### src/pkg/parallel_io_pkg.sv
// Constants and register map for the parallel port block
package parallel_io_pkg;

  // ----------------------------------------
  // Geometry
  // ----------------------------------------
  localparam int PORT_WIDTH = 16;
  localparam int ADDR_WIDTH = 4;

  // ----------------------------------------
  // Register byte offsets on the Wishbone slave
  // ----------------------------------------
  localparam logic [ADDR_WIDTH-1:0] OFS_DIRECTION = 4'h0;
  localparam logic [ADDR_WIDTH-1:0] OFS_VALUE = 4'h4;
  localparam logic [ADDR_WIDTH-1:0] OFS_LATCH = 4'h8;
  localparam logic [ADDR_WIDTH-1:0] OFS_ANALOG = 4'hC;

  // ----------------------------------------
  // Reset values
  // ----------------------------------------
  localparam logic [PORT_WIDTH-1:0] DIRECTION_RESET = 16'hFFFF;
  localparam logic [PORT_WIDTH-1:0] LATCH_RESET = 16'h0000;
  localparam logic [PORT_WIDTH-1:0] ANALOG_RESET = 16'h0000;
  localparam logic [PORT_WIDTH-1:0] ALL_ZERO = 16'h0000;
  localparam logic [31:0] UNMAPPED_READ = 32'h0000_0000;

  // ----------------------------------------
  // Bus answer state
  // ----------------------------------------
  typedef enum logic [1:0] {
    BUS_IDLE = 2'b01,
    BUS_ACK = 2'b10
  } bus_state_t;

endpackage : parallel_io_pkg

### src/core/parallel_io_port.sv
// Parallel I/O port: direction, latch, pin readback, peripheral output mux
module parallel_io_port
  import parallel_io_pkg::*;
#(
  parameter logic [PORT_WIDTH-1:0] IMPL_MASK = 16'hFFFF
)
(
  input wire logic sys_clk,
  input wire logic reset,
  input wire logic wb_cyc_i,
  input wire logic wb_stb_i,
  input wire logic wb_we_i,
  input wire logic [ADDR_WIDTH-1:0] wb_adr_i,
  input wire logic [31:0] wb_dat_i,
  input wire logic [3:0] wb_sel_i,
  output logic [31:0] wb_dat_o,
  output logic wb_ack_o,
  input wire logic [PORT_WIDTH-1:0] pad_in,
  output logic [PORT_WIDTH-1:0] pad_out,
  output logic [PORT_WIDTH-1:0] pad_oe_n,
  input wire logic [PORT_WIDTH-1:0] periph_drive,
  input wire logic [PORT_WIDTH-1:0] periph_out,
  output logic [PORT_WIDTH-1:0] analog_input_pins
);

  // ----------------------------------------
  // Storage
  // ----------------------------------------
  logic [PORT_WIDTH-1:0] pin_direction_reg_ff;
  logic [PORT_WIDTH-1:0] output_latch_reg_ff;
  logic [PORT_WIDTH-1:0] analog_pin_select_reg_ff;
  logic [PORT_WIDTH-1:0] pin_sample_ff;
  logic [31:0] read_data_ff;
  bus_state_t bus_state_ff;
  bus_state_t nxt_bus_state;

  // ----------------------------------------
  // Decode wires
  // ----------------------------------------
  logic bus_idle;
  logic bus_request;
  logic bus_write;
  logic hit_direction;
  logic hit_value;
  logic hit_latch;
  logic hit_analog;
  logic write_direction;
  logic write_latch;
  logic write_analog;

  // ----------------------------------------
  // Datapath wires
  // ----------------------------------------
  logic [PORT_WIDTH-1:0] nxt_direction;
  logic [PORT_WIDTH-1:0] nxt_latch;
  logic [PORT_WIDTH-1:0] nxt_analog;
  logic [PORT_WIDTH-1:0] nxt_sample;
  logic [31:0] nxt_read_data;
  logic [PORT_WIDTH-1:0] direction_view;
  logic [PORT_WIDTH-1:0] value_view;
  logic [PORT_WIDTH-1:0] latch_view;
  logic [PORT_WIDTH-1:0] analog_view;
  logic [PORT_WIDTH-1:0] port_drive;
  logic [PORT_WIDTH-1:0] owner_periph;
  logic [PORT_WIDTH-1:0] drive_on;

  // ----------------------------------------
  // Helper functions
  // ----------------------------------------
  // Upper byte lanes carry nothing: the registers live in the low half
  function automatic logic [PORT_WIDTH-1:0] lane_mask_of(
    input logic [3:0] sel,
    input logic [PORT_WIDTH-1:0] impl
  );
    lane_mask_of = {{8{sel[1]}}, {8{sel[0]}}} & impl;
  endfunction : lane_mask_of

  function automatic logic [PORT_WIDTH-1:0] merge_lanes(
    input logic [PORT_WIDTH-1:0] old_val,
    input logic [31:0] wr_data,
    input logic [3:0] sel,
    input logic [PORT_WIDTH-1:0] impl
  );
    logic [PORT_WIDTH-1:0] lane_mask;
    lane_mask = lane_mask_of(sel, impl);
    merge_lanes = (old_val & ~lane_mask) | (wr_data[PORT_WIDTH-1:0] & lane_mask);
  endfunction : merge_lanes

  function automatic logic addr_hit(
    input logic [ADDR_WIDTH-1:0] adr,
    input logic [ADDR_WIDTH-1:0] ofs
  );
    addr_hit = (adr == ofs);
  endfunction : addr_hit

  // Per-bit selector; the first source wins wherever own is set
  function automatic logic [PORT_WIDTH-1:0] pad_select(
    input logic [PORT_WIDTH-1:0] own,
    input logic [PORT_WIDTH-1:0] first_src,
    input logic [PORT_WIDTH-1:0] second_src
  );
    pad_select = (own & first_src) | (~own & second_src);
  endfunction : pad_select

  function automatic logic [31:0] widen(
    input logic [PORT_WIDTH-1:0] half
  );
    widen = {ALL_ZERO, half};
  endfunction : widen

  function automatic logic [31:0] read_select(
    input logic [ADDR_WIDTH-1:0] adr,
    input logic [PORT_WIDTH-1:0] dir_word,
    input logic [PORT_WIDTH-1:0] value_word,
    input logic [PORT_WIDTH-1:0] latch_word,
    input logic [PORT_WIDTH-1:0] analog_word
  );
    case (adr)
      OFS_DIRECTION:
      begin
        read_select = widen(dir_word);
      end
      OFS_VALUE:
      begin
        read_select = widen(value_word);
      end
      OFS_LATCH:
      begin
        read_select = widen(latch_word);
      end
      OFS_ANALOG:
      begin
        read_select = widen(analog_word);
      end
      default:
      begin
        read_select = UNMAPPED_READ;
      end
    endcase
  endfunction : read_select

  // ----------------------------------------
  // Bus decode
  // ----------------------------------------
  assign bus_idle = (bus_state_ff == BUS_IDLE);
  assign bus_request = wb_cyc_i & wb_stb_i & bus_idle;
  assign bus_write = bus_request & wb_we_i;
  assign hit_direction = addr_hit(wb_adr_i, OFS_DIRECTION);
  assign hit_value = addr_hit(wb_adr_i, OFS_VALUE);
  assign hit_latch = addr_hit(wb_adr_i, OFS_LATCH);
  assign hit_analog = addr_hit(wb_adr_i, OFS_ANALOG);
  assign write_direction = bus_write & hit_direction;
  // Value register has no storage of its own: its writes land in the latch
  assign write_latch = bus_write & (hit_latch | hit_value);
  assign write_analog = bus_write & hit_analog;

  // ----------------------------------------
  // Direction register
  // ----------------------------------------
  // Unimplemented bits never get set, and the read view also masks them with IMPL_MASK
  assign nxt_direction = write_direction ?
    merge_lanes(pin_direction_reg_ff, wb_dat_i, wb_sel_i, IMPL_MASK) :
    pin_direction_reg_ff;

  always_ff @(posedge sys_clk or posedge reset)
  begin
    if (reset)
    begin
      pin_direction_reg_ff <= DIRECTION_RESET & IMPL_MASK;
    end
    else
    begin
      pin_direction_reg_ff <= nxt_direction;
    end
  end

  // ----------------------------------------
  // Output latch
  // ----------------------------------------
  assign nxt_latch = write_latch ?
    merge_lanes(output_latch_reg_ff, wb_dat_i, wb_sel_i, IMPL_MASK) :
    output_latch_reg_ff;

  always_ff @(posedge sys_clk or posedge reset)
  begin
    if (reset)
    begin
      output_latch_reg_ff <= LATCH_RESET;
    end
    else
    begin
      output_latch_reg_ff <= nxt_latch;
    end
  end

  // ----------------------------------------
  // Analog select register
  // ----------------------------------------
  // All pins start digital so nothing is fed to the converter by default
  assign nxt_analog = write_analog ?
    merge_lanes(analog_pin_select_reg_ff, wb_dat_i, wb_sel_i, IMPL_MASK) :
    analog_pin_select_reg_ff;

  always_ff @(posedge sys_clk or posedge reset)
  begin
    if (reset)
    begin
      analog_pin_select_reg_ff <= ANALOG_RESET;
    end
    else
    begin
      analog_pin_select_reg_ff <= nxt_analog;
    end
  end

  // ----------------------------------------
  // Pin sampling
  // ----------------------------------------
  // One stage only: a read lags a pin change by a cycle
  assign nxt_sample = pad_in & IMPL_MASK;

  always_ff @(posedge sys_clk or posedge reset)
  begin
    if (reset)
    begin
      pin_sample_ff <= ALL_ZERO;
    end
    else
    begin
      pin_sample_ff <= nxt_sample;
    end
  end

  // ----------------------------------------
  // Read data
  // ----------------------------------------
  // Loaded only when a request is taken, so it holds until the next one
  assign nxt_read_data = bus_request ?
    read_select(wb_adr_i, direction_view, value_view, latch_view,
      analog_view) :
    read_data_ff;

  always_ff @(posedge sys_clk or posedge reset)
  begin
    if (reset)
    begin
      read_data_ff <= UNMAPPED_READ;
    end
    else
    begin
      read_data_ff <= nxt_read_data;
    end
  end

  // ----------------------------------------
  // Bus state
  // ----------------------------------------
  // One-cycle ack; a request still held in the ack cycle is not retaken
  always_comb
  begin
    nxt_bus_state = BUS_IDLE;
    case (bus_state_ff)
      BUS_IDLE:
      begin
        if (bus_request)
        begin
          nxt_bus_state = BUS_ACK;
        end
        else
        begin
          nxt_bus_state = BUS_IDLE;
        end
      end
      BUS_ACK:
      begin
        nxt_bus_state = BUS_IDLE;
      end
      default:
      begin
        nxt_bus_state = BUS_IDLE;
      end
    endcase
  end

  always_ff @(posedge sys_clk or posedge reset)
  begin
    if (reset)
    begin
      bus_state_ff <= BUS_IDLE;
    end
    else
    begin
      bus_state_ff <= nxt_bus_state;
    end
  end

  // ----------------------------------------
  // Bus outputs
  // ----------------------------------------
  assign wb_ack_o = (bus_state_ff == BUS_ACK);
  assign wb_dat_o = read_data_ff;

  // ----------------------------------------
  // Read views
  // ----------------------------------------
  // Analog pins read low so stray voltages never show as digital ones
  assign direction_view = pin_direction_reg_ff & IMPL_MASK;
  assign value_view = pin_sample_ff & ~analog_pin_select_reg_ff;
  assign latch_view = output_latch_reg_ff & IMPL_MASK;
  assign analog_view = analog_pin_select_reg_ff & IMPL_MASK;

  // ----------------------------------------
  // Pad multiplexers
  // ----------------------------------------
  // Peripheral wins both muxes; an input-only peripheral never raises drive
  assign port_drive = ~pin_direction_reg_ff & IMPL_MASK;
  assign owner_periph = periph_drive & IMPL_MASK;
  assign drive_on = pad_select(owner_periph, owner_periph, port_drive);
  assign pad_out = pad_select(owner_periph, periph_out, output_latch_reg_ff);
  assign pad_oe_n = ~drive_on;

  // ----------------------------------------
  // Converter feed
  // ----------------------------------------
  // Converter sees only analog-selected pins; the driven level if left as output
  assign analog_input_pins = pad_in & analog_pin_select_reg_ff & IMPL_MASK;

endmodule : parallel_io_port

### config.mk
export PLATFORM = sky130hd
export DESIGN_NAME = parallel_io_port
export DESIGN_NICKNAME = d
export VERILOG_FILES = /design/src/pkg/parallel_io_pkg.sv /design/src/core/parallel_io_port.sv
export SDC_FILE = /design/constraint.sdc
export NUM_CORES = 1
export LEC_CHECK = 0
export BUFFER_PORTS_ARGS = -buffer_cell sky130_fd_sc_hd__buf_2
export CORE_MARGIN = 10
export CORE_UTILIZATION = 50
export CTS_BUF_LIST = sky130_fd_sc_hd__clkbuf_16
export DETAILED_ROUTE_END_ITERATION = 8
export PLACE_DENSITY = 0.83
export SLEW_MARGIN = 5
export SYNTH_ARGS = -nofsm -noshare
export SYNTH_HDL_FRONTEND = slang
export SYNTH_SLANG_ARGS = --single-unit
export TNS_END_PERCENT = 10
### constraint.sdc
create_clock -name sys_clk -period 5.6 [get_ports sys_clk]
set_input_delay 0 -clock sys_clk [delete_from_list [all_inputs] [get_ports sys_clk]]
set_output_delay 0 -clock sys_clk [all_outputs]
set_load 0.1 [all_outputs]
==> results.yml, run 1 <==
drt:
  drc: 0
  initialDrtViolationCount: 127
  detail_route.wl_per_cell_um: 19.8
  vias: 3228
  via_per_inst: 5.38
  ant_nets: 0
  dr.pass1.iters: 4
  wirelength_mm: 11.9
timing:
  min_period_ns: 2.99
  max_clock_freq_mhz: 334
  finalSetupViolations: 0
  whs_ns: -0.0393
  rsz0062_at_grt: "false"
  final.setup.tns_ns: 0
  finalCritPeriodShare_pct: 53.4
  finalHoldViolCount: 31
  skew_ns: 0.00726
  worst_slew_pin_slew_ns: 1.06
  slew_viol_final: 0
  relSlewSlack_pct: 28.8
global_routing:
  antenna_found_initial: 0
  grt_pass1_vias: 3526
  grt_max_degree: 83
  grt_pass1_wl_mm: 18.5
  grt_use_total_pct: 19.9
  grt_overflow: 0
floorplan:
  die_w_um: 110
  core_area_mm2: 0.00781
  die_area_mm2: 0.0121
  io_pins: 174
  chipHeight_um: 110
  core.rowCount: 32
  start_util_pct: 51.7
critical_path:
  rrSetupSlack_ns: 2.61
  crit_path_end_kind: "register"
  crit_chain: "nand4b_2 > clkinv_1 > and4_1 > mux2_2"
  critPathLaunchType: "register"
  crit_family: "simple AND/OR/NAND/NOR gates"
  cp_slowest_cell: "clkinv_1"
  worstSetupPathType: "register to register"
  path_max_fanout: 23
  max_stage_delay_ns: 0.71
  reg2reg_depth: 4
  r2r-start: "bus_state_ff[0]$_DFF_PP1_"
  worstPathArrival_ns: 3.25
  required_ns: 5.86
  crit_buf_inv: 1
clocking:
  cts_num_sinks: 82
  hold_buffers: 32
  numCtsBuffers: 9
  cts_setup_buffers: 0
  clock_latency_ns: 0.33
  postCtsResizedCells: 0
  clk_pin_slew_worst_paths_ns: 0.07
  htreeDepth: 3
  tritoncts: "done"
  clockBufferDepth: 2
  clock-root-buffer: "clkbuf_16"
cells_and_area:
  finalNonFillerCells: 600
  nets: 586
  layout-drive-gt1-share_pct: 53.4
  n_antenna_cell: 0
  final_cell_mix: "buf_2 (139), mux2_2 (78), dfrtp_1 (65), dlygate4sd3_1 (32)"
  mostFrequentLayoutCell: "buf_2"
  area_delta_synth_final_pct: 33.4
pwr:
  leakage_nw: 2.62
  ir_drop_uv: 157
  p_per_area_mw_per_mm2: 305
min_path:
  holdCritPathClass: "primary input to asynchronous set/reset pin"
synthesis:
  synth_cells: 321
  ys_seq_elements: 82
  synth_area_leader_cell: "dfrtp_1"
  synthTopCellsByArea: "dfrtp_1 (40%), mux2_2 (22%), dfstp_2 (11%), a32oi_1 (3.3%), buf_4 (3.2%)"
  synth_enable_flop_cells: 0
  synth_ff_type: "dfrtp_1"
  synth_area_mm2: 0.00404
  netlist.area_leader.share_pct: 40.3
  synth_cell_types: 29
  syn-mean-instance-area_um2: 12.6
  ys_warn_count: 0
  synthArstFlopShare_pct: 100
  yosysSeqAreaShare_pct: 51.3
place:
  dp.cells: 552
  port_buffers: 139
  dpl.hpwl_mm: 8.17
  place_congestion: 0.765
status:
  outcome: "complete, but fails checks"
  violations: "hold timing"
flow_run:
  cap_violations: 0
-- cell type report --
type	instances	area, µm²
tap	102	128
timing repair buffer	174	1040
clock buffer	9	225
inverter	17	65.1
clock inverter	7	58.8
sequential	82	2070
fill	586	2420
multi-input combinational	209	1800
-- routing by layer --
layer  GRT usage, %  up-vias  part of all wire, %
li1               -     1479                    -
met3           5.73       10                  8.5
met5              0        -                    0
met1           21.9     1615                   38
met2           35.6      124                   53
met4           6.60        0                  1.1
-- worst max path at each step --
stage                              startpoint                          to  cells past startpoint
detailed placement  bus_state_ff[0]$_DFF_PP1_                    register                      4
global route        bus_state_ff[0]$_DFF_PP1_                    register                      4
CTS                 bus_state_ff[0]$_DFF_PP1_                    register                      4
global placement    bus_state_ff[0]$_DFF_PP1_                    register                      4
finish              bus_state_ff[0]$_DFF_PP1_                    register                      4
floorplan                               reset  asynchronous set/reset pin                      1
-- logic make-up after synthesis --
family                    count (synthesis)  synth area share (%)
DFF                                      82                  51.3
other                                     1                0.0928
buffers and inverters                    45                  5.92
AOI/OAI and AO/OA                        31                  6.26
muxes                                    80                  22.6
xor gates and xnor gates                  1                 0.217
and+or+nand+nor                          81                  13.6
-- cells in the mapped netlist, types with 2 or more instances --
master,count
nand2_1,18
mux2_2,78
dfrtp_1,65
nor2b_1,18
nand4_1,15
and4_1,2
buf_2,5
and2_1,16
clkbuf_1,6
inv_1,16
a32oi_1,15
buf_4,17
o211ai_1,15
nor4_4,3
dfstp_2,17
nor2_1,2
-- metrics by stage --
stage | utilization [%] | hold slack, ns | power (mW) | worst slack (ns) | cell area, µm²
CTS | 69.0 | 0.0135 | 1.65 | 2.62 | 5390
global route | 69.0 | 0.0739 | 1.70 | 2.48 | 5390
floorplan | - | 0.0314 | 0.997 | 3.52 | 4100
detailed placement | 61.3 | 0.120 | 1.07 | 2.62 | 4780
finish | 69.0 | -0.0393 | 1.64 | 2.61 | 5390
global placement | 61.3 | 0.118 | 1.07 | 2.67 | 4780
-- report_power, final --
part / internal (mW) / leakage (nW) / switching, mW
combinational: 0.107 / 1.45 / 0.311
clock: 0.308 / 0.139 / 0.250
sequential: 0.637 / 1.03 / 0.0277
total: 1.05 / 2.62 / 0.589
-- tightest hold or removal path, delay by kind of cell --
| kind | cells | cell delay (ns) |
|---|---|---|
| buffers and inverters | 3 | 0.86 |
Note: power is estimated with default switching activity, not from simulation.
==> run 2, diff against run 1 <==
--- a/config.mk
+++ b/config.mk
@@ -7,10 +7,10 @@
 export LEC_CHECK = 0
 export BUFFER_PORTS_ARGS = -buffer_cell sky130_fd_sc_hd__buf_2
 export CORE_MARGIN = 10
-export CORE_UTILIZATION = 50
+export CORE_UTILIZATION = 43
 export CTS_BUF_LIST = sky130_fd_sc_hd__clkbuf_16
 export DETAILED_ROUTE_END_ITERATION = 8
-export PLACE_DENSITY = 0.83
+export PLACE_DENSITY = 0.76
 export SLEW_MARGIN = 5
 export SYNTH_ARGS = -nofsm -noshare
 export SYNTH_HDL_FRONTEND = slang
==> constraint.sdc (replaced) <==
create_clock -name sys_clk -period 2.47 [get_ports sys_clk]
set_input_delay 0 -clock sys_clk [delete_from_list [all_inputs] [get_ports sys_clk]]
set_output_delay 0 -clock sys_clk [all_outputs]
set_load 0.1 [all_outputs]
==> run 2 against run 1 <==
Against the previous run: the flow now finishes without violations; clock power rose to 2.7 times the previous value; clock skew is 0.0022 ns higher; worst hold slack gained 0.21 ns; largest cell class unchanged; core utilization is 8.5 points lower; highest routed layer unchanged; power is 140% higher; largest power group is now the clock network.
==> results.yml, run 2 (synthesized netlist as in run 1, its figures left out) <==
status:
  outcome: "complete, no violations"
critical_path:
  worstSetupPathType: "register to register"
  cp_slowest_cell: "dfstp_2"
  path_max_fanout: 15
  crit_buf_inv: 2
  crit_path_end_kind: "register"
  crit_family: "simple AND/OR/NAND/NOR gates"
  critPathLaunchType: "register"
  required_ns: 2.70
  max_stage_delay_ns: 0.53
  worstPathArrival_ns: 2.43
  crit_chain: "nand4b_2 > clkinv_1 > buf_4 > nand2_1 > o211ai_1"
global_routing:
  use_met2_pct: 31.8
  grt_pass1_vias: 3645
  grt_use_total_pct: 17.9
  grt-busiest-layer: "met2"
  grt_pass1_wl_mm: 19.1
  met1_usage_pct: 20.7
  grt_overflow: 0
  antenna_found_initial: 0
  grt_max_degree: 83
  met3_usage_pct: 3.82
timing:
  worst_slew_pin_slew_ns: 0.614
  relSlewSlack_pct: 59.0
  skew_ns: 0.00943
  min_period_ns: 2.20
  rsz0062_at_grt: "false"
  finalSetupViolations: 0
  setup_slack_ns: 0.274
  slew_viol_final: 0
  final.setup.tns_ns: 0
  finalHoldViolCount: 0
  max_clock_freq_mhz: 455
  finalCritPeriodShare_pct: 88.9
drt:
  vias: 3227
  wirelength_mm: 12.1
  detail_route.wl_per_cell_um: 19.5
  ant_nets: 0
  via_per_inst: 5.20
  dr.pass1.iters: 4
  initialDrtViolationCount: 170
  drc: 0
cells_and_area:
  final_cell_mix: "buf_2 (139), mux2_2 (78), dfrtp_1 (65), dlygate4sd3_1 (33)"
  mostFrequentLayoutCell: "buf_2"
  n_antenna_cell: 0
  fin_util_pct: 60.5
  layout-drive-gt1-share_pct: 54.1
  nFillCells: 758
  nets: 598
  area_delta_synth_final_pct: 37.8
clocking:
  clk_pin_slew_worst_paths_ns: 0.06
  cts_num_sinks: 82
  clock-root-buffer: "clkbuf_16"
  numCtsBuffers: 9
  tritoncts: "done"
  clock_latency_ns: 0.34
  htreeDepth: 3
  hold_buffers: 33
  postCtsResizedCells: 0
  clockBufferDepth: 2
  cts_setup_buffers: 0
pwr:
  leakage_nw: 2.71
  p_per_area_mw_per_mm2: 718
  ir_drop_uv: 420
floorplan:
  start_util_pct: 43.9
  io_pins: 174
  die_w_um: 117
  core.rowCount: 35
  die_area_mm2: 0.0137
  core_area_mm2: 0.00920
  chipHeight_um: 117
place:
  dp_slack_ns: 0.288
  place_congestion: 0.790
  port_buffers: 139
  dpl.hpwl_mm: 8.68
min_path:
  holdCritPathClass: "primary input to register"
flow_run:
  cap_violations: 0
-- run 2: changes by cell type in the layout (fill, tap and decap cells not counted), sizes merged --
cell | before | now
bufinv | 0 | 3
buf | 142 | 153
inv | 19 | 16
dlygate4sd3 | 32 | 33
-- run 2: worst register-to-register path: stages (launching register included) --
cell	delay [ns]
dfstp_2	0.53
nand4b_2	0.31
clkinv_1	0.27
buf_4	0.25
nand2_1	0.40
o211ai_1	0.34
-- run 2: layer usage --
layer	vias to the layer above	part of all wire (%)
li1	1493	-
met1	1609	39
met2	108	52
met3	17	6.6
met4	0	1.9
met5	-	0
-- run 2: worst paths after layout --
check | from | cells after the start | to | slack, ns
hold / removal | wb_adr_i[2] | 4 | wb_dat_o[13]$_DFFE_PP0P_ | 0.17
setup reg to reg | bus_state_ff[0]$_DFF_PP1_ | 5 | wb_dat_o[1]$_DFFE_PP0P_ | 0.27
setup / recovery | bus_state_ff[0]$_DFF_PP1_ | 5 | wb_dat_o[1]$_DFFE_PP0P_ | 0.27
max in group asynchronous | reset | 4 | asynchronous set/reset pin | 1.78
hold reg to reg | wb_dat_o[12]$_DFFE_PP0P_ | 2 | wb_dat_o[12]$_DFFE_PP0P_ | 0.50
min in group asynchronous | reset | 4 | asynchronous set/reset pin | 0.29
-- run 2: stage by stage --
step / instance area (µm²) / power [mW] / hold WS [ns] / instances
final: 5560 / 3.99 / 0.166 / 621
after global routing: 5560 / 4.13 / 0.210 / 621
after CTS: 5560 / 4.01 / 0.158 / 621
after detailed placement: 4890 / 2.45 / 0.119 / 572
after global placement: 4890 / 2.43 / 0.118 / 572
after floorplan: 4100 / 2.26 / 0.0314 / 336
-- run 2: where the power goes --
group          internal (mW)  switching [mW]  total [mW]  leakage [nW]
registers               1.45          0.0651        1.51          1.03
logic                  0.253           0.704       0.957          1.51
clock network          0.987           0.537        1.52         0.167
total                   2.69            1.31        3.99          2.71
-- run 2: cell type report --
type	count	area, µm²	share of cell area [%]
repair buffers	186	1140	20.6
inverters	17	65.1	1.17
multi-input cells	209	1800	32.3
flip-flops and latches	82	2070	37.3
clock inverters	7	119	2.14
clock buffers	9	225	4.05
well taps	111	139	2.50
